## src/pmicirq_defs.svh

```systemverilog
// Constants for the interrupt aggregator and push-button block.
`ifndef PMICIRQ_DEFS_SVH
`define PMICIRQ_DEFS_SVH

// Group indices of the second-level registers.
`define PMICIRQ_G_STATUS1 0
`define PMICIRQ_G_THERMAL 1
`define PMICIRQ_G_MODE 2
`define PMICIRQ_G_SW_ILIM 3
`define PMICIRQ_G_LDO_ILIM 4
`define PMICIRQ_G_SW_UV 5
`define PMICIRQ_G_SW_OV 6
`define PMICIRQ_G_LDO_UV 7
`define PMICIRQ_G_LDO_OV 8
`define PMICIRQ_G_BUTTON 9
`define PMICIRQ_NGRP 10

// Register map: group g has latch at 3g, mask at 3g+1, live at 3g+2.
`define PMICIRQ_GRP_STRIDE 3
`define PMICIRQ_OFF_LATCH 0
`define PMICIRQ_OFF_MASK 1
`define PMICIRQ_OFF_LIVE 2
`define PMICIRQ_OFF_SUMMARY 8'h1E
`define PMICIRQ_OFF_CTRL 8'h1F

// Implemented bits per group, group 9 in the top byte.
`define PMICIRQ_VALID 80'hFF_0F_0F_7F_7F_0F_7F_7F_FF_FF
`define PMICIRQ_LIVE_VALID 80'h81_0F_0F_7F_7F_0F_7F_00_FF_07
`define PMICIRQ_MASK_RST 8'hFF

// Summary bit positions.
`define PMICIRQ_SUM_STATUS1 0
`define PMICIRQ_SUM_STATUS2 1
`define PMICIRQ_SUM_MODE 2
`define PMICIRQ_SUM_ILIM 3
`define PMICIRQ_SUM_UV 4
`define PMICIRQ_SUM_OV 5
`define PMICIRQ_SUM_BUTTON 6
`define PMICIRQ_SUM_EWARN 7

// Field positions inside groups and the control register.
`define PMICIRQ_BIT_EXT_IRQ 2
`define PMICIRQ_BIT_PRESS 0
`define PMICIRQ_BIT_RELEASE 1
`define PMICIRQ_BIT_HOLD1 2
`define PMICIRQ_BIT_BGMON 7
`define PMICIRQ_BIT_LIVE_BUTTON 0
`define PMICIRQ_CTRL_RST_EN 0
`define PMICIRQ_CTRL_DBNC_LO 1
`define PMICIRQ_CTRL_DELAY_LO 3
`define PMICIRQ_CTRL_EDGE 5

// Timing figures in their own units.
`define PMICIRQ_CLK_MHZ 100
`define PMICIRQ_TICK_MS 1
`define PMICIRQ_RESTART_US 30
`define PMICIRQ_DBNC_FAST_MS 32
`define PMICIRQ_DBNC_MID_MS 125
`define PMICIRQ_DBNC_SLOW_MS 750
`define PMICIRQ_HOLD_1S_MS 1000
`define PMICIRQ_HOLD_2S_MS 2000
`define PMICIRQ_HOLD_3S_MS 3000
`define PMICIRQ_HOLD_4S_MS 4000
`define PMICIRQ_HOLD_8S_MS 8000
`define PMICIRQ_LP_2S_MS 2000
`define PMICIRQ_LP_4S_MS 4000
`define PMICIRQ_LP_8S_MS 8000
`define PMICIRQ_LP_16S_MS 16000
`define PMICIRQ_MS_W 14
`define PMICIRQ_DBC_W 10

`endif

```

## src/pmicirq_pkg.sv

```systemverilog
// Types shared by the interrupt aggregator and its environment.
package pmicirq_pkg;

	// One byte per second-level group.
	typedef logic [9:0][7:0] pmicirq_grp_vec_t;

	// Event pulses and live conditions from the monitors, same clock.
	typedef struct packed {
		pmicirq_grp_vec_t evt;
		pmicirq_grp_vec_t live;
	} pmicirq_evt_t;

	// Register access from the serial interface engine.
	typedef struct packed {
		logic wr;
		logic rd;
		logic [7:0] addr;
		logic [7:0] wdata;
	} pmicirq_reg_req_t;

	// Long-press restart sequencer.
	typedef enum logic [0:0] {
		LP_IDLE,
		LP_DISCHARGE
	} pmicirq_lp_state_t;

endpackage

```

## src/pmicirq_top.sv

```systemverilog
// Two-level interrupt aggregation and power button logic.
// Notes on behaviour
// Latch sets on event, clears on write-one.
// Mask one hides latch, zero asserts output.
// Live bits mirror the latch source conditions.
// Output is OR of unmasked latches.
// Summary bit set by unmasked group latches.
// Summary bit clears itself with its latches.
// Summary bits map groups zero to seven; the code folds groups 0 to 9 into bits 0 to 6, and bit 7 is the early warning.
// Early warning sets summary bit directly.
// Output held while any summary bit set.
// Group bits identify converters and linear regulators.
// Level mode: high pin allows power-on.
// Edge mode: push button pulls pin low.
// Live button bit is inverted pin level.
// Debounce 32/125/750 ms falling, 32 rising.
// Debounce setting resets from configuration field.
// Debounced press starts power-on and interrupt.
// Press and release latched in system-on.
// Hold latches after 1,2,3,4,8 seconds.
// Long press reset: down, 30 us, up.
// Without reset enable, long press turns off.
// Long-press delay 2/4/8/16 s, configurable default.
// External input falling edge sets its latch.
// Bypassed faults still latch and interrupt.
// Latches reset to zero; inputs synchronised.
// Host reads summary, then group, clears.
`timescale 1ns/1ps
`default_nettype none
`include "pmicirq_defs.svh"

module pmicirq_top #(
	parameter int TICK_CYCLES = `PMICIRQ_CLK_MHZ * 1000 * `PMICIRQ_TICK_MS,
	parameter logic [7:0] MASK_RST = `PMICIRQ_MASK_RST
) (
	// Clock and reset.
	input wire logic ref_clk_i,
	input wire logic rst_n_i,
	// Register port from the serial interface engine.
	input wire pmicirq_pkg::pmicirq_reg_req_t reg_req_i,
	output logic [7:0] reg_rdata_o,
	// Monitor events and system state.
	input wire pmicirq_pkg::pmicirq_evt_t evt_i,
	input wire logic early_warning_i,
	input wire logic system_on_i,
	// Pins.
	input wire logic power_button_in_i,
	input wire logic external_irq_in_n_i,
	output logic irq_out_n_o,
	output logic irq_out_n_oe_n_o,
	// One-time-programmable defaults.
	input wire logic button_edge_mode_cfg_i,
	input wire logic [1:0] button_debounce_default_i,
	input wire logic [1:0] long_press_delay_default_i,
	input wire logic long_press_reset_default_i,
	// Power state requests.
	output logic power_on_event_o,
	output logic turn_off_event_o,
	output logic power_down_req_o,
	output logic power_up_req_o
);

	localparam int NG = `PMICIRQ_NGRP;
	localparam int TW = $clog2(TICK_CYCLES + 1);
	localparam int RESTART_CYC = `PMICIRQ_RESTART_US * `PMICIRQ_CLK_MHZ;
	localparam int RW = $clog2(RESTART_CYC + 1);
	localparam logic [79:0] VALID = `PMICIRQ_VALID;
	localparam logic [79:0] LIVE_VALID = `PMICIRQ_LIVE_VALID;

	logic btn_s1_r, btn_s2_r, ext_s1_r, ext_s2_r, ext_d_r;
	logic cfg_loaded_r, edge_mode_r, rst_en_r;
	logic [1:0] dbnc_sel_r, delay_sel_r;
	logic [TW-1:0] tick_cnt_r;
	logic tick_r;
	logic db_lvl_r, db_fall_r, db_rise_r;
	logic [`PMICIRQ_DBC_W-1:0] dbc_r, dbc_thr;
	logic [`PMICIRQ_MS_W-1:0] hold_ms_r, lp_thr;
	logic [4:0] hold_hit;
	logic lp_hit;
	pmicirq_pkg::pmicirq_lp_state_t lp_state_r;
	logic [RW-1:0] rs_cnt_r;
	pmicirq_pkg::pmicirq_grp_vec_t lat_r, mask_r, ev_all, live_all, clr;
	logic [NG-1:0] pend;
	logic ewarn_r;
	logic [7:0] sum_nxt, sum_r, rd_nxt, ctrl_rd;

	// Two-stage synchronisers; pins idle high, so reset to one.
	always_ff @(posedge ref_clk_i or negedge rst_n_i) begin
		if (!rst_n_i) begin
			btn_s1_r <= 1'b1;
			btn_s2_r <= 1'b1;
			ext_s1_r <= 1'b1;
			ext_s2_r <= 1'b1;
			ext_d_r <= 1'b1;
		end else begin
			btn_s1_r <= power_button_in_i;
			btn_s2_r <= btn_s1_r;
			ext_s1_r <= external_irq_in_n_i;
			ext_s2_r <= ext_s1_r;
			ext_d_r <= ext_s2_r;
		end
	end

	// Straps are sampled after reset release, and again on a restart.
	always_ff @(posedge ref_clk_i or negedge rst_n_i) begin
		if (!rst_n_i) begin
			cfg_loaded_r <= 1'b0;
			edge_mode_r <= 1'b0;
			rst_en_r <= 1'b0;
			dbnc_sel_r <= 2'h0;
			delay_sel_r <= 2'h0;
		end else if (!cfg_loaded_r || power_up_req_o) begin
			cfg_loaded_r <= 1'b1;
			edge_mode_r <= button_edge_mode_cfg_i;
			rst_en_r <= long_press_reset_default_i;
			dbnc_sel_r <= button_debounce_default_i;
			delay_sel_r <= long_press_delay_default_i;
		end else if (reg_req_i.wr && reg_req_i.addr == `PMICIRQ_OFF_CTRL) begin
			rst_en_r <= reg_req_i.wdata[`PMICIRQ_CTRL_RST_EN];
			dbnc_sel_r <= reg_req_i.wdata[`PMICIRQ_CTRL_DBNC_LO +: 2];
			delay_sel_r <= reg_req_i.wdata[`PMICIRQ_CTRL_DELAY_LO +: 2];
		end
	end

	// Millisecond time base for debounce and hold timers.
	always_ff @(posedge ref_clk_i or negedge rst_n_i) begin
		if (!rst_n_i) begin
			tick_cnt_r <= '0;
			tick_r <= 1'b0;
		end else if (tick_cnt_r == TW'(TICK_CYCLES - 1)) begin
			tick_cnt_r <= '0;
			tick_r <= 1'b1;
		end else begin
			tick_cnt_r <= tick_cnt_r + 1'b1;
			tick_r <= 1'b0;
		end
	end

	// Falling edges use the selected time, rising edges the short one.
	always_comb begin
		dbc_thr = `PMICIRQ_DBC_W'(`PMICIRQ_DBNC_FAST_MS);
		if (btn_s2_r == 1'b0 && db_lvl_r == 1'b1) begin
			unique case (dbnc_sel_r)
				2'h2: dbc_thr = `PMICIRQ_DBC_W'(`PMICIRQ_DBNC_MID_MS);
				2'h3: dbc_thr = `PMICIRQ_DBC_W'(`PMICIRQ_DBNC_SLOW_MS);
				default: dbc_thr = `PMICIRQ_DBC_W'(`PMICIRQ_DBNC_FAST_MS);
			endcase
		end
	end

	// Debouncer: a level must differ for the whole time before it counts.
	// The count restarts on any bounce back to the settled level.
	always_ff @(posedge ref_clk_i or negedge rst_n_i) begin
		if (!rst_n_i) begin
			db_lvl_r <= 1'b1;
			dbc_r <= '0;
			db_fall_r <= 1'b0;
			db_rise_r <= 1'b0;
		end else begin
			db_fall_r <= 1'b0;
			db_rise_r <= 1'b0;
			if (btn_s2_r == db_lvl_r) begin
				dbc_r <= '0;
			end else if (tick_r) begin
				if (dbc_r == dbc_thr - 1'b1) begin
					dbc_r <= '0;
					db_lvl_r <= btn_s2_r;
					db_fall_r <= ~btn_s2_r;
					db_rise_r <= btn_s2_r;
				end else begin
					dbc_r <= dbc_r + 1'b1;
				end
			end
		end
	end

	// Hold time since the debounced press, saturating at full scale.
	always_ff @(posedge ref_clk_i or negedge rst_n_i) begin
		if (!rst_n_i) begin
			hold_ms_r <= '0;
		end else if (db_lvl_r) begin
			hold_ms_r <= '0;
		end else if (tick_r && hold_ms_r != '1) begin
			hold_ms_r <= hold_ms_r + 1'b1;
		end
	end

	// Hold events fire on the tick that takes the count past each mark.
	always_comb begin
		hold_hit[0] = hold_ms_r == `PMICIRQ_MS_W'(`PMICIRQ_HOLD_1S_MS);
		hold_hit[1] = hold_ms_r == `PMICIRQ_MS_W'(`PMICIRQ_HOLD_2S_MS);
		hold_hit[2] = hold_ms_r == `PMICIRQ_MS_W'(`PMICIRQ_HOLD_3S_MS);
		hold_hit[3] = hold_ms_r == `PMICIRQ_MS_W'(`PMICIRQ_HOLD_4S_MS);
		hold_hit[4] = hold_ms_r == `PMICIRQ_MS_W'(`PMICIRQ_HOLD_8S_MS);
		hold_hit = hold_hit & {5{tick_r & ~db_lvl_r}};
		unique case (delay_sel_r)
			2'h0: lp_thr = `PMICIRQ_MS_W'(`PMICIRQ_LP_2S_MS);
			2'h1: lp_thr = `PMICIRQ_MS_W'(`PMICIRQ_LP_4S_MS);
			2'h2: lp_thr = `PMICIRQ_MS_W'(`PMICIRQ_LP_8S_MS);
			2'h3: lp_thr = `PMICIRQ_MS_W'(`PMICIRQ_LP_16S_MS);
		endcase
		lp_hit = tick_r & ~db_lvl_r & edge_mode_r & system_on_i &
			(hold_ms_r == lp_thr) & (lp_state_r == pmicirq_pkg::LP_IDLE);
	end

	// Power-on and turn-off requests, one-cycle pulses.
	always_ff @(posedge ref_clk_i or negedge rst_n_i) begin
		if (!rst_n_i) begin
			power_on_event_o <= 1'b0;
			turn_off_event_o <= 1'b0;
		end else begin
			if (edge_mode_r)
				power_on_event_o <= db_fall_r & ~system_on_i;
			else
				power_on_event_o <= db_rise_r & ~system_on_i;
			turn_off_event_o <= (lp_hit & ~rst_en_r) |
				(~edge_mode_r & db_fall_r & system_on_i);
		end
	end

	// Long-press restart: power down, let supplies discharge, power up.
	always_ff @(posedge ref_clk_i or negedge rst_n_i) begin
		if (!rst_n_i) begin
			lp_state_r <= pmicirq_pkg::LP_IDLE;
			rs_cnt_r <= '0;
			power_down_req_o <= 1'b0;
			power_up_req_o <= 1'b0;
		end else begin
			power_down_req_o <= 1'b0;
			power_up_req_o <= 1'b0;
			unique case (lp_state_r)
				pmicirq_pkg::LP_IDLE: begin
					rs_cnt_r <= '0;
					if (lp_hit && rst_en_r) begin
						power_down_req_o <= 1'b1;
						lp_state_r <= pmicirq_pkg::LP_DISCHARGE;
					end
				end
				pmicirq_pkg::LP_DISCHARGE: begin
					if (rs_cnt_r == RW'(RESTART_CYC - 1)) begin
						power_up_req_o <= 1'b1;
						lp_state_r <= pmicirq_pkg::LP_IDLE;
					end else begin
						rs_cnt_r <= rs_cnt_r + 1'b1;
					end
				end
			endcase
		end
	end

	// Gather events and live conditions; bypassed faults still arrive.
	always_comb begin
		ev_all = evt_i.evt;
		live_all = evt_i.live & LIVE_VALID;
		ev_all[`PMICIRQ_G_STATUS1][`PMICIRQ_BIT_EXT_IRQ] =
			evt_i.evt[`PMICIRQ_G_STATUS1][`PMICIRQ_BIT_EXT_IRQ] |
			(ext_d_r & ~ext_s2_r);
		live_all[`PMICIRQ_G_STATUS1][`PMICIRQ_BIT_EXT_IRQ] = ext_s2_r;
		ev_all[`PMICIRQ_G_BUTTON] = {evt_i.evt[`PMICIRQ_G_BUTTON][7],
			hold_hit, db_rise_r & system_on_i,
			db_fall_r};
		live_all[`PMICIRQ_G_BUTTON][`PMICIRQ_BIT_LIVE_BUTTON] =
			~btn_s2_r;
	end

	// Write-one-to-clear strobes for each latch register.
	always_comb begin
		for (int g = 0; g < NG; g++) begin
			clr[g] = 8'h00;
			if (reg_req_i.wr && reg_req_i.addr ==
				8'(g * `PMICIRQ_GRP_STRIDE + `PMICIRQ_OFF_LATCH))
				clr[g] = reg_req_i.wdata;
		end
	end

	// Latches: the set wins over a clear in the same cycle.
	always_ff @(posedge ref_clk_i or negedge rst_n_i) begin
		if (!rst_n_i) begin
			lat_r <= '0;
		end else begin
			lat_r <= ((lat_r & ~clr) | ev_all) & VALID;
		end
	end

	// Mask registers; unimplemented bits stay zero from reset on.
	always_ff @(posedge ref_clk_i or negedge rst_n_i) begin
		if (!rst_n_i) begin
			mask_r <= {NG{MASK_RST}} & VALID;
		end else begin
			for (int g = 0; g < NG; g++) begin
				if (reg_req_i.wr && reg_req_i.addr ==
					8'(g * `PMICIRQ_GRP_STRIDE + `PMICIRQ_OFF_MASK))
					mask_r[g] <= reg_req_i.wdata & VALID[g*8 +: 8];
			end
		end
	end

	// Early warning has no group; it is cleared through the summary.
	always_ff @(posedge ref_clk_i or negedge rst_n_i) begin
		if (!rst_n_i) begin
			ewarn_r <= 1'b0;
		end else if (early_warning_i) begin
			ewarn_r <= 1'b1;
		end else if (reg_req_i.wr &&
			reg_req_i.addr == `PMICIRQ_OFF_SUMMARY &&
			reg_req_i.wdata[`PMICIRQ_SUM_EWARN]) begin
			ewarn_r <= 1'b0;
		end
	end

	// Summary bits 0 to 6 follow the unmasked latches, so they clear by themselves.
	always_comb begin
		for (int g = 0; g < NG; g++)
			pend[g] = |(lat_r[g] & ~mask_r[g]);
		sum_nxt[`PMICIRQ_SUM_STATUS1] = pend[`PMICIRQ_G_STATUS1];
		sum_nxt[`PMICIRQ_SUM_STATUS2] = pend[`PMICIRQ_G_THERMAL];
		sum_nxt[`PMICIRQ_SUM_MODE] = pend[`PMICIRQ_G_MODE];
		sum_nxt[`PMICIRQ_SUM_ILIM] = pend[`PMICIRQ_G_SW_ILIM] |
			pend[`PMICIRQ_G_LDO_ILIM];
		sum_nxt[`PMICIRQ_SUM_UV] = pend[`PMICIRQ_G_SW_UV] |
			pend[`PMICIRQ_G_LDO_UV];
		sum_nxt[`PMICIRQ_SUM_OV] = pend[`PMICIRQ_G_SW_OV] |
			pend[`PMICIRQ_G_LDO_OV];
		sum_nxt[`PMICIRQ_SUM_BUTTON] = pend[`PMICIRQ_G_BUTTON];
		sum_nxt[`PMICIRQ_SUM_EWARN] = ewarn_r;
	end

	// Summary and the open-drain output, low enable means pulling low.
	always_ff @(posedge ref_clk_i or negedge rst_n_i) begin
		if (!rst_n_i) begin
			sum_r <= 8'h00;
			irq_out_n_o <= 1'b0;
			irq_out_n_oe_n_o <= 1'b1;
		end else begin
			sum_r <= sum_nxt;
			irq_out_n_o <= 1'b0;
			irq_out_n_oe_n_o <= ~|sum_nxt;
		end
	end

	// Read multiplexer; unmapped addresses read zero.
	always_comb begin
		ctrl_rd = 8'h00;
		ctrl_rd[`PMICIRQ_CTRL_RST_EN] = rst_en_r;
		ctrl_rd[`PMICIRQ_CTRL_DBNC_LO +: 2] = dbnc_sel_r;
		ctrl_rd[`PMICIRQ_CTRL_DELAY_LO +: 2] = delay_sel_r;
		ctrl_rd[`PMICIRQ_CTRL_EDGE] = edge_mode_r;
		rd_nxt = 8'h00;
		if (reg_req_i.addr == `PMICIRQ_OFF_SUMMARY)
			rd_nxt = sum_r;
		if (reg_req_i.addr == `PMICIRQ_OFF_CTRL)
			rd_nxt = ctrl_rd;
		for (int g = 0; g < NG; g++) begin
			if (reg_req_i.addr ==
				8'(g * `PMICIRQ_GRP_STRIDE + `PMICIRQ_OFF_LATCH))
				rd_nxt = lat_r[g];
			if (reg_req_i.addr ==
				8'(g * `PMICIRQ_GRP_STRIDE + `PMICIRQ_OFF_MASK))
				rd_nxt = mask_r[g];
			if (reg_req_i.addr ==
				8'(g * `PMICIRQ_GRP_STRIDE + `PMICIRQ_OFF_LIVE))
				rd_nxt = live_all[g];
		end
	end

	// Read data is captured on the read strobe and then held.
	always_ff @(posedge ref_clk_i or negedge rst_n_i) begin
		if (!rst_n_i)
			reg_rdata_o <= 8'h00;
		else if (reg_req_i.rd)
			reg_rdata_o <= rd_nxt;
	end

endmodule // pmicirq_top

`default_nettype wire

```

## config.mk

```make
export PLATFORM = sky130hd
export DESIGN_NAME = pmicirq_top
export DESIGN_NICKNAME = d
export VERILOG_FILES = /design/src/pmicirq_pkg.sv /design/src/pmicirq_top.sv
export VERILOG_INCLUDE_DIRS = /design/src
export SDC_FILE = /design/constraint.sdc
export NUM_CORES = 1
export LEC_CHECK = 0
export CORE_ASPECT_RATIO = 1.25
export CORE_UTILIZATION = 45
export CTS_CLUSTER_DIAMETER = 150
export DETAILED_ROUTE_END_ITERATION = 6
export DONT_BUFFER_PORTS = 1
export PLACE_DENSITY_LB_ADDON = 0.12
export REMOVE_ABC_BUFFERS = 1
export SLEW_MARGIN = 20
export SYNTH_ARGS = -nofsm -noshare
export SYNTH_HDL_FRONTEND = slang
export SYNTH_SLANG_ARGS = --single-unit
export TNS_END_PERCENT = 5
```

## constraint.sdc

```tcl
create_clock -name ref_clk_i -period 3 [get_ports ref_clk_i]
set_clock_uncertainty 0.2 [all_clocks]
set_input_delay 0.15 -clock ref_clk_i [delete_from_list [all_inputs] [get_ports ref_clk_i]]
set_output_delay 0.15 -clock ref_clk_i [all_outputs]
set_load 0.005 [all_outputs]
```

* After elaboration in Yosys (flattened, before gate mapping)
Index checks and enable logic that the tools add are counted.
** Storage, ports and cells
- Output and inout port bits :: 14
- Bits in registers :: 220
- Input port bits :: 190
- Logic and storage cells :: 271
** Operators by class
- Mux-type cells :: 75
- Equal/unequal tests :: 48
- Reduce and logical (&&, ||, !) cells :: 47
- Add/sub/neg operators :: 5
- Bitwise gates (word level) :: 49
** Operators with widths (number)
- $mux W8 :: 42
- $eq A8 B5 Y1 const B :: 16
- $and A80 B80 Y80 :: 1
- $not A80 Y80 :: 1
- $or A80 B80 Y80 :: 1
- $reduce_or A8 Y1 :: 10
- $eq A8 B4 Y1 const B :: 8
- $pmux W14 S4 :: 1
- $mux W10 :: 4
- $reduce_or A36 Y1 :: 1
- $and A7 B8 Y8 :: 4
- $eq A8 B3 Y1 const B :: 4
- $not A7 Y8 :: 4
- $eq A14 B12 Y1 const B :: 2
- $mux W14 :: 2
- $logic_and A1 B1 Y1 :: 26
- $and A4 B8 Y8 :: 3
- $and A8 B8 Y8 :: 3
- $not A4 Y8 :: 3
- $not A8 Y8 :: 3
- $pmux W12 S2 :: 1
- $pmux W10 S2 :: 1
- $add A17 B1 Y17 const B :: 1
- $eq A17 B17 Y1 const B :: 1
- 32 further kinds :: 81

* Logic depth before layout (Yosys ltp)
Gate-level depths: netlist (run 1).
- Depth after elaboration :: 33
- Depth in mapped cells :: 11
- Depth with buffers taken out :: 10

* Least setup slack after synthesis (run 1)
No wires, ideal clock.
- Path kind :: reg-to-reg
- From :: reg db_lvl_r
- To :: reg dbc_r[7]
- Slack :: 0.539 ns
- Data arrival time :: 2.192 ns
- Stages on the path, launching flop included :: 10
- Setup time :: 0.069 ns
- Cells stage by stage :: dfstp_2 -> ha_1 -> nand3b_1 -> ha_1 -> inv_1 -> o21ai_0 -> a31o_2 -> a31o_2 -> or4_1 -> nand3_1
** On the way
- Cells in the longest elaborated chain, start to end :: 7
- Elaborated cells on any way between the ends :: 9
- Those cells by class :: add/sub: 1; eq/ne: 2; mux: 4; reduce/logical: 2
** RTL lines
- from (decl) :: line pmicirq_top.sv:75 : logic db_lvl_r, db_fall_r, db_rise_r;
- from (signal assigned) :: line pmicirq_top.sv:167 : db_lvl_r <= btn_s2_r;
- $logic_and A1 B1 Y1 :: line pmicirq_top.sv:142 : if (btn_s2_r == 1'b0 && db_lvl_r == 1'b1) begin
- $mux W10 :: line pmicirq_top.sv:142
- $sub A10 B1 Y10 :: line pmicirq_top.sv:165 : if (dbc_r == dbc_thr - 1'b1) begin
- $eq A10 B10 Y1 :: line pmicirq_top.sv:165
- $mux W10 :: line pmicirq_top.sv:165
- $mux W10 :: line pmicirq_top.sv:164 : end else if (tick_r) begin
- $mux W10 :: line pmicirq_top.sv:162 : if (btn_s2_r == db_lvl_r) begin
- to (signal assigned) :: line pmicirq_top.sv:171 : dbc_r <= dbc_r + 1'b1;
- to (decl) :: line pmicirq_top.sv:76 : logic [`PMICIRQ_DBC_W-1:0] dbc_r, dbc_thr;
Several ways; a longest one is shown, not always the timed one. The select of a mux whose other input is x is not followed.
A chain may end at the register's enable or synchronous reset.

* Final worst setup path (run 1)
- From :: in reg_req_i[11] in the netlist's numbering
- To :: reg reg_rdata_o[2]
** On the way
- Cells in the longest elaborated chain, start to end :: 33
- Elaborated cells on any way between the ends :: 64
- Those cells by class :: eq/ne: 31; mux: 32; reduce/logical: 1
** RTL lines
- from (decl) :: line pmicirq_top.sv:40 : input wire pmicirq_pkg::pmicirq_reg_req_t reg_req_i,
- $eq A8 B5 Y1 (no line)
- $mux W8 :: line pmicirq_top.sv:349 : if (reg_req_i.addr == `PMICIRQ_OFF_SUMMARY)
- $mux W8 :: line pmicirq_top.sv:351 : if (reg_req_i.addr == `PMICIRQ_OFF_CTRL)
- $mux W8 :: line pmicirq_top.sv:354 : if (reg_req_i.addr ==
- $mux W8 :: line pmicirq_top.sv:357 : if (reg_req_i.addr ==
- $mux W8 :: line pmicirq_top.sv:360 : if (reg_req_i.addr ==
- $mux W8 :: line pmicirq_top.sv:354
- $mux W8 :: line pmicirq_top.sv:357
- [... 17 more ...]
- $mux W8 :: line pmicirq_top.sv:357
- $mux W8 :: line pmicirq_top.sv:360
- $mux W8 :: line pmicirq_top.sv:354
- $mux W8 :: line pmicirq_top.sv:357
- $mux W8 :: line pmicirq_top.sv:360
- $mux W8 :: line pmicirq_top.sv:354
- $mux W8 :: line pmicirq_top.sv:357
- $mux W8 (*) :: line pmicirq_top.sv:360
- to (signal assigned) :: line pmicirq_top.sv:371 : reg_rdata_o <= rd_nxt;
- to (decl) :: line pmicirq_top.sv:41 : output logic [7:0] reg_rdata_o,
Every way passes the cells marked *; elsewhere a longest branch is shown, timed or not.

==> flow_metrics.env, run 1 <==
export IMPL_routedWlPerCell_um=24.08
export IMPL_grt_total_usage_pct=31.32
export IMPL_critPathLaunchType="primary input"
export IMPL_yosysSeqAreaShare_pct=46.38
export IMPL_finalSetupTns_ns=0
export IMPL_synth_area_leaders="dfrtp_1, dfstp_2, mux2_2"
export IMPL_nNetsFinal=1608
export IMPL_internal_power_mw=5.334
export IMPL_drive_gt1_share_pct=16.77
export IMPL_yosysMostFrequentCell="nand2_1"
export IMPL_regArea_mm2=0.005594
export IMPL_multi_input_area_mm2=0.005907
export IMPL_netlist_area_mm2=0.01206
export IMPL_period_needed_ns=2.997
export IMPL_finalHoldViolations=220
export IMPL_relSlewSlack_pct=33.72
export IMPL_antenna_found_initial=2
export IMPL_rows=66
export IMPL_r2r_setup_slack_ns=0.28
export IMPL_reg2reg_depth=6
export IMPL_cp_cell_sequence="dlygate4sd3_1, nor2_2, nand2_1, buf_4, a221oi_1, a211oi_1, o2111ai_1, a31oi_1, dlygate4sd3_1"
export IMPL_crit_type="primary input to flip-flop"
export IMPL_reg2reg_from="mask_r[42]"
export IMPL_ys_async_sr_fraction_pct=100.0
export IMPL_critPathBufInv=3
export IMPL_die_width_um=148.4
export IMPL_synth_top_flop_cell="dfrtp_1"
export IMPL_tightest_slew_ns=0.9942
export IMPL_fill_cells=2332
export IMPL_gr_total_overflow=0
export IMPL_finalPower_mw=6.961
export IMPL_critical_path_top_cell_by_count="dlygate4sd3_1"
export IMPL_violations="negative hold slack"
export IMPL_yosys_warnings=0
export IMPL_p_leak_nw=5.900
export IMPL_timing_hold_ws_ns=-0.8892
export IMPL_period_share_pct=99.90
export IMPL_timing_rr_end="reg_rdata_o[2]"
export IMPL_power_density_mw_per_mm2=464.4
export IMPL_tritoncts="done"
export IMPL_power_switching_mw=1.628
export IMPL_routabilityCongestion=0.9219
export IMPL_grt_max_degree=221
export IMPL_core_mm2=0.02618
export IMPL_ys_types=80
export IMPL_die_h_um=185.0
export IMPL_syn_inst=1261
export IMPL_postRouteWirelength_um=42700
export IMPL_max_stage_delay_ns=0.70
export IMPL_dieArea_mm2=0.02747
export IMPL_initial_core_util_pct=46.08
export IMPL_critPathRequiredTime_ns=3.27
export IMPL_comb_power_share_pct=7.3
export IMPL_grt_pass1_vias=10850
export IMPL_hp_class="primary input to asynchronous set/reset pin"
export IMPL_cts_hold_buf=166
export IMPL_grt_pass1_wl_um=64720
export IMPL_cts_buffers=26
export IMPL_path_delay_family="buffers and inverters"
export IMPL_avgViaCountPerCell=6.111
export IMPL_synth_edf_count=0
export IMPL_maxCapViolCount=0
export IMPL_fin_ws_ns=0.002888
export IMPL_p_sw_share_pct=23.38
export IMPL_dp_hpwl_um=26690
export IMPL_outcome="finished, violations left"
export IMPL_final_antenna_net_count=0
export IMPL_clk_latency_ns=0.53
export IMPL_crit_slowest_cell="dlygate4sd3_1"
export IMPL_drt_iter0_markers=845
export IMPL_num_vias=10840
export IMPL_clk_root_buffer_cell="clkbuf_16"
export IMPL_crit_path_end_kind="flip-flop"
export IMPL_areaGrowthSynthToFinish_pct=24.28
export IMPL_cp_data_arrival_time_ns=3.27
export IMPL_clkSlewWorstSetupHoldPaths_ns=0.07
export IMPL_synth_area_leader_cell="dfrtp_1"
export IMPL_dr_pass1_iters=5
export IMPL_max_freq_mhz=333.7
export IMPL_clk_path_buf_depth=3
export IMPL_synth_top_area_share_pct=30.91
export IMPL_crit_fanout=13
export IMPL_synth_seq_cells=220
export IMPL_rsz0062_at_grt="false"
export IMPL_peakVddDrop_uv=359.1
export IMPL_clock_power_share_pct=47.5
export IMPL_slew_viol_final=0
export IMPL_io_buffers=0
export IMPL_post_cts_setup_buffer_count=0
export IMPL_avgSynthCellArea_um2=9.565
export IMPL_synthTopCellsByCount="nand2_1, dfrtp_1, nor2_1"
export IMPL_drc_errors=0
export IMPL_htree_levels=1
export IMPL_power_frac_seq_pct=45.3
export IMPL_ios=204
export IMPL_dpl_worst_slack_ns=0.1364
export IMPL_clock_sinks=220
export IMPL_finalSetupViolCount=0
==> sequential cells by signal, indices dropped and copies added (netlist names), 2 cells and up <==
| register | count |
|---|---|
| sum_r | 8 |
| reg_rdata_o | 8 |
| lat_r | 64 |
| delay_sel_r | 2 |
| dbnc_sel_r | 2 |
| tick_cnt_r | 17 |
| rs_cnt_r | 12 |
| hold_ms_r | 14 |
| mask_r | 64 |
| dbc_r | 10 |
==> power groups by stage <==
stage | Sequential [mW] | Combinational [mW] | Clock, mW
floorplan | 3.16 | 0.231 | 0
global placement | 3.19 | 0.319 | 0
detailed placement | 3.20 | 0.321 | 0
CTS | 3.15 | 0.491 | 3.37
global route | 3.16 | 0.533 | 3.49
finish | 3.15 | 0.505 | 3.31
==> per-layer routing <==
| metal | part of all wire [%] | up-vias | GRT usage [%] |
|---|---|---|---|
| met4 | 5.9 | 0 | 16.54 |
| met3 | 8.3 | 143 | 6.626 |
| met1 | 39 | 5329 | 38.18 |
| li1 | - | 4866 | - |
| met2 | 46 | 497 | 51.85 |
| met5 | 0 | - | 0 |
==> worst max-delay path by stage <==
stage	start	endpoint	slack, ns	cells after the start
finish	reg_req_i[11]	reg_rdata_o[2]	0.003	9
global route	reg_req_i[11]	reg_rdata_o[2]	0.009	9
CTS	reg_req_i[13]	reg_rdata_o[0]	0.05	9
detailed placement	btn_s2_r	dbc_r[9]	0.14	10
global placement	btn_s2_r	dbc_r[5]	0.22	10
floorplan	db_lvl_r	dbc_r[7]	0.35	9
==> metrics by stage <==
step | std cells | hold WS [ns] | utilization, % | area [um2]
finish | 1773 | -0.8892 | 57.27 | 14990
floorplan | 1191 | -0.3456 | - | 11770
global placement | 1557 | -0.3396 | 47.34 | 12390
CTS | 1771 | -0.9042 | 57.16 | 14960
detailed placement | 1557 | -0.3378 | 47.34 | 12390
global route | 1772 | -0.9139 | 57.26 | 14990
==> layout by cell type (no fill, tap or decap), types with 10 or more instances in the layout <==
cell type,count
dfrtp_1,149
inv_1,77
dfstp_2,71
a211oi_1,10
nand3_1,43
a21o_1,60
nand2_1,156
o21ai_0,42
mux2i_1,29
mux2_2,73
clkbuf_16,27
nor3_1,25
nand4_1,16
xnor2_1,14
nor2b_1,13
a221oi_1,10
o221ai_1,14
buf_4,26
o22ai_1,28
nor4_1,13
a21oi_1,47
dlygate4sd3_1,164
a31oi_1,19
nor2_1,95
xor2_1,22
nand2b_1,16
==> kinds of logic (layout without fill, tap and decap cells) <==
group / Yosys count / after routing / share of synthesized area [%]
XOR/XNOR: 36 / 36 / 2.614
adder cells (fa/ha/maj): 7 / 7 / 0.7261
flip-flops: 220 / 220 / 46.38
AO/OA/AOI/OAI: 313 / 313 / 18.21
AND/OR/NAND/NOR: 428 / 428 / 16.83
multiplexers: 108 / 108 / 10.34
other: 2 / 4 / 0.06226
buffers and inverters: 147 / 317 / 4.844
==> what timing repair did <==
| item | 4_1_cts | 5_1_grt |
|---|---|---|
| gates resized for setup | 0 | 6 |
| setup endpoints to repair | 0 | 13 |
| endpoints found under the hold margin | 368 | 220 |
==> layout make-up <==
type | instances | share of cell area, %
multi-input cells | 894 | 39.40
clock buffers | 39 | 5.342
diodes | 2 | 0.03339
inverters | 77 | 1.928
flip-flops and latches | 220 | 37.32
clock inverters | 9 | 0.7178
well taps | 340 | 2.838
repair buffers | 192 | 12.42
Note: power is estimated with default switching activity, not from simulation.
==> run 2: changes to the inputs <==
==> constraint.sdc (replaced) <==
create_clock -name ref_clk_i -period 2.86 [get_ports ref_clk_i]
set_clock_uncertainty 0.2 [all_clocks]
set_input_delay 0.143 -clock ref_clk_i [delete_from_list [all_inputs] [get_ports ref_clk_i]]
set_output_delay 0.143 -clock ref_clk_i [all_outputs]
set_load 0.005 [all_outputs]
==> flow_metrics.env, run 2 (same netlist as run 1, synthesis figures left out) <==
export IMPL_outcome="finished, violations left"
export IMPL_violations="negative hold slack"
export IMPL_final_cell_mix="dlygate4sd3_1, nand2_1, dfrtp_1"
export IMPL_io_buffers=0
export IMPL_clk_path_buf_depth=3
export IMPL_finalHoldViolations=220
export IMPL_finalSetupTns_ns=0
export IMPL_drc_errors=0
export IMPL_dp_cells=1558
export IMPL_maxCapViolCount=0
export IMPL_crit_fanout=3
export IMPL_rows=66
export IMPL_critPathLaunchType="flip-flop"
export IMPL_cp_data_arrival_time_ns=2.97
export IMPL_grt_pass1_vias=10970
export IMPL_core_mm2=0.02618
export IMPL_timing_hold_ws_ns=-0.8891
export IMPL_largest_registers="lat_r: 64 flops, mask_r: 64 flops, tick_cnt_r: 17 flops"
export IMPL_relSlewSlack_pct=39.13
export IMPL_dp_hpwl_um=26920
export IMPL_clkSlewWorstSetupHoldPaths_ns=0.06
export IMPL_rsz0062_at_grt="true"
export IMPL_dr_pass1_iters=5
export IMPL_crit_path_end_kind="flip-flop"
export IMPL_critPathRequiredTime_ns=3.07
export IMPL_clk_latency_ns=0.53
export IMPL_cts_hold_buf=167
export IMPL_period_share_pct=96.43
export IMPL_fill_cells=2385
export IMPL_r2r_setup_slack_ns=0.10
export IMPL_cts_buffers=25
export IMPL_postRouteWirelength_um=42770
export IMPL_power_density_mw_per_mm2=478.0
export IMPL_initial_core_util_pct=46.08
export IMPL_final_common_cell="dlygate4sd3_1"
export IMPL_antenna_found_initial=3
export IMPL_die_width_um=148.4
export IMPL_drt_iter0_markers=809
export IMPL_peakVddDrop_uv=347.4
export IMPL_hp_class="primary input to asynchronous set/reset pin"
export IMPL_use_met3_pct=6.675
export IMPL_ios=204
export IMPL_tightest_slew_ns=0.9101
export IMPL_drive_gt1_share_pct=16.50
export IMPL_reg2reg_depth=7
export IMPL_nNetsFinal=1609
export IMPL_num_vias=10880
export IMPL_regArea_mm2=0.005594
export IMPL_final_cells=1773
export IMPL_grtUsageMet2_pct=52.07
export IMPL_final_antenna_net_count=0
export IMPL_max_freq_mhz=362.6
export IMPL_tritoncts="done"
export IMPL_die_h_um=185.0
export IMPL_fin_ws_ns=0.1022
export IMPL_gr_usage_met1_pct=38.54
export IMPL_dpl_worst_slack_ns=-0.03595
export IMPL_top_usage_layer="met2"
export IMPL_gr_total_overflow=0
export IMPL_finalSetupViolCount=0
export IMPL_crit_type="flip-flop to flip-flop"
export IMPL_slew_viol_final=0
export IMPL_cp_endpoint="reg_rdata_o[5]"
export IMPL_period_needed_ns=2.758
export IMPL_grt_pass1_wl_um=65340
export IMPL_grt_max_degree=221
export IMPL_clock_sinks=220
export IMPL_avgViaCountPerCell=6.135
export IMPL_dieArea_mm2=0.02747
export IMPL_multi_input_area_mm2=0.005898
export IMPL_clk_root_buffer_cell="clkbuf_16"
export IMPL_routabilityCongestion=0.9076
export IMPL_reg2reg_from="lat_r[21]"
export IMPL_areaGrowthSynthToFinish_pct=23.78
export IMPL_startpoint="lat_r[21]"
export IMPL_timing_rr_end="reg_rdata_o[5]"
export IMPL_routedWlPerCell_um=24.12
export IMPL_p_leak_nw=5.844
export IMPL_htree_levels=1
export IMPL_grt_total_usage_pct=31.49
-- run 2: cell count changes in the layout (fill, tap and decap cells not counted), moves of 2 or more --
cell            before  now
clkbuf_1             4    6
clkinv_4             2    0
dlygate4sd3_1      164  167
clkbuf_16           27   25
dlymetal6s4s_1       2    0
-- run 2: area by class of cell --
cell class / count / area share [%]
Clock inverter: 6 / 0.5531
Multi-Input combinational cell: 894 / 39.51
Timing Repair Buffer: 194 / 12.55
Tap cell: 340 / 2.849
Antenna cell: 3 / 0.05029
Clock buffer: 39 / 5.079
Inverter: 77 / 1.936
Sequential cell: 220 / 37.47
-- run 2: what timing repair did --
action                                 4_1_cts  5_1_grt
gates resized for setup                      1        1
setup endpoints to repair                    6       23
endpoints found under the hold margin      368      220
gates cloned                                 0        0
buffers inserted                             0        0
-- run 2: worst min-delay path by stage --
stage | end | slack, ns
2_1_floorplan | cfg_loaded_r | -0.35
6_report | lat_r[43] | -0.89
5_1_grt | lat_r[56] | -0.90
3_3_place_gp | lat_r[56] | -0.35
3_5_place_dp | lat_r[58] | -0.34
4_1_cts | lat_r[57] | -0.90
-- run 2: critical path: stages, from the launching register on --
cell,delay [ns]
dfrtp_1,0.40
mux2i_1,0.35
a211oi_1,0.15
o21a_1,0.20
a221oi_1,0.34
nor4_1,0.09
or3_1,0.34
dlygate4sd3_1,0.56
-- run 2: metal layers --
layer	vias up	wire length, um
li1	4855	-
met1	5361	16790
met2	531	20070
met3	130	3559
met4	0	2348
met5	-	0
-- run 2: power breakdown --
part | internal, mW | total (mW) | switching (mW)
Sequential | 3.22 | 3.30 | 0.0773
Combinational | 0.259 | 0.528 | 0.269
Clock | 1.99 | 3.31 | 1.32
-- run 2: per-stage QoR --
stage / utilization, % / cell area [um2] / total power, mW
2_1_floorplan: - / 11770 / 3.560
3_3_place_gp: 47.37 / 12400 / 3.686
3_5_place_dp: 47.37 / 12400 / 3.689
4_1_cts: 56.99 / 14920 / 7.181
5_1_grt: 57.01 / 14920 / 7.366
6_report: 57.03 / 14930 / 7.137
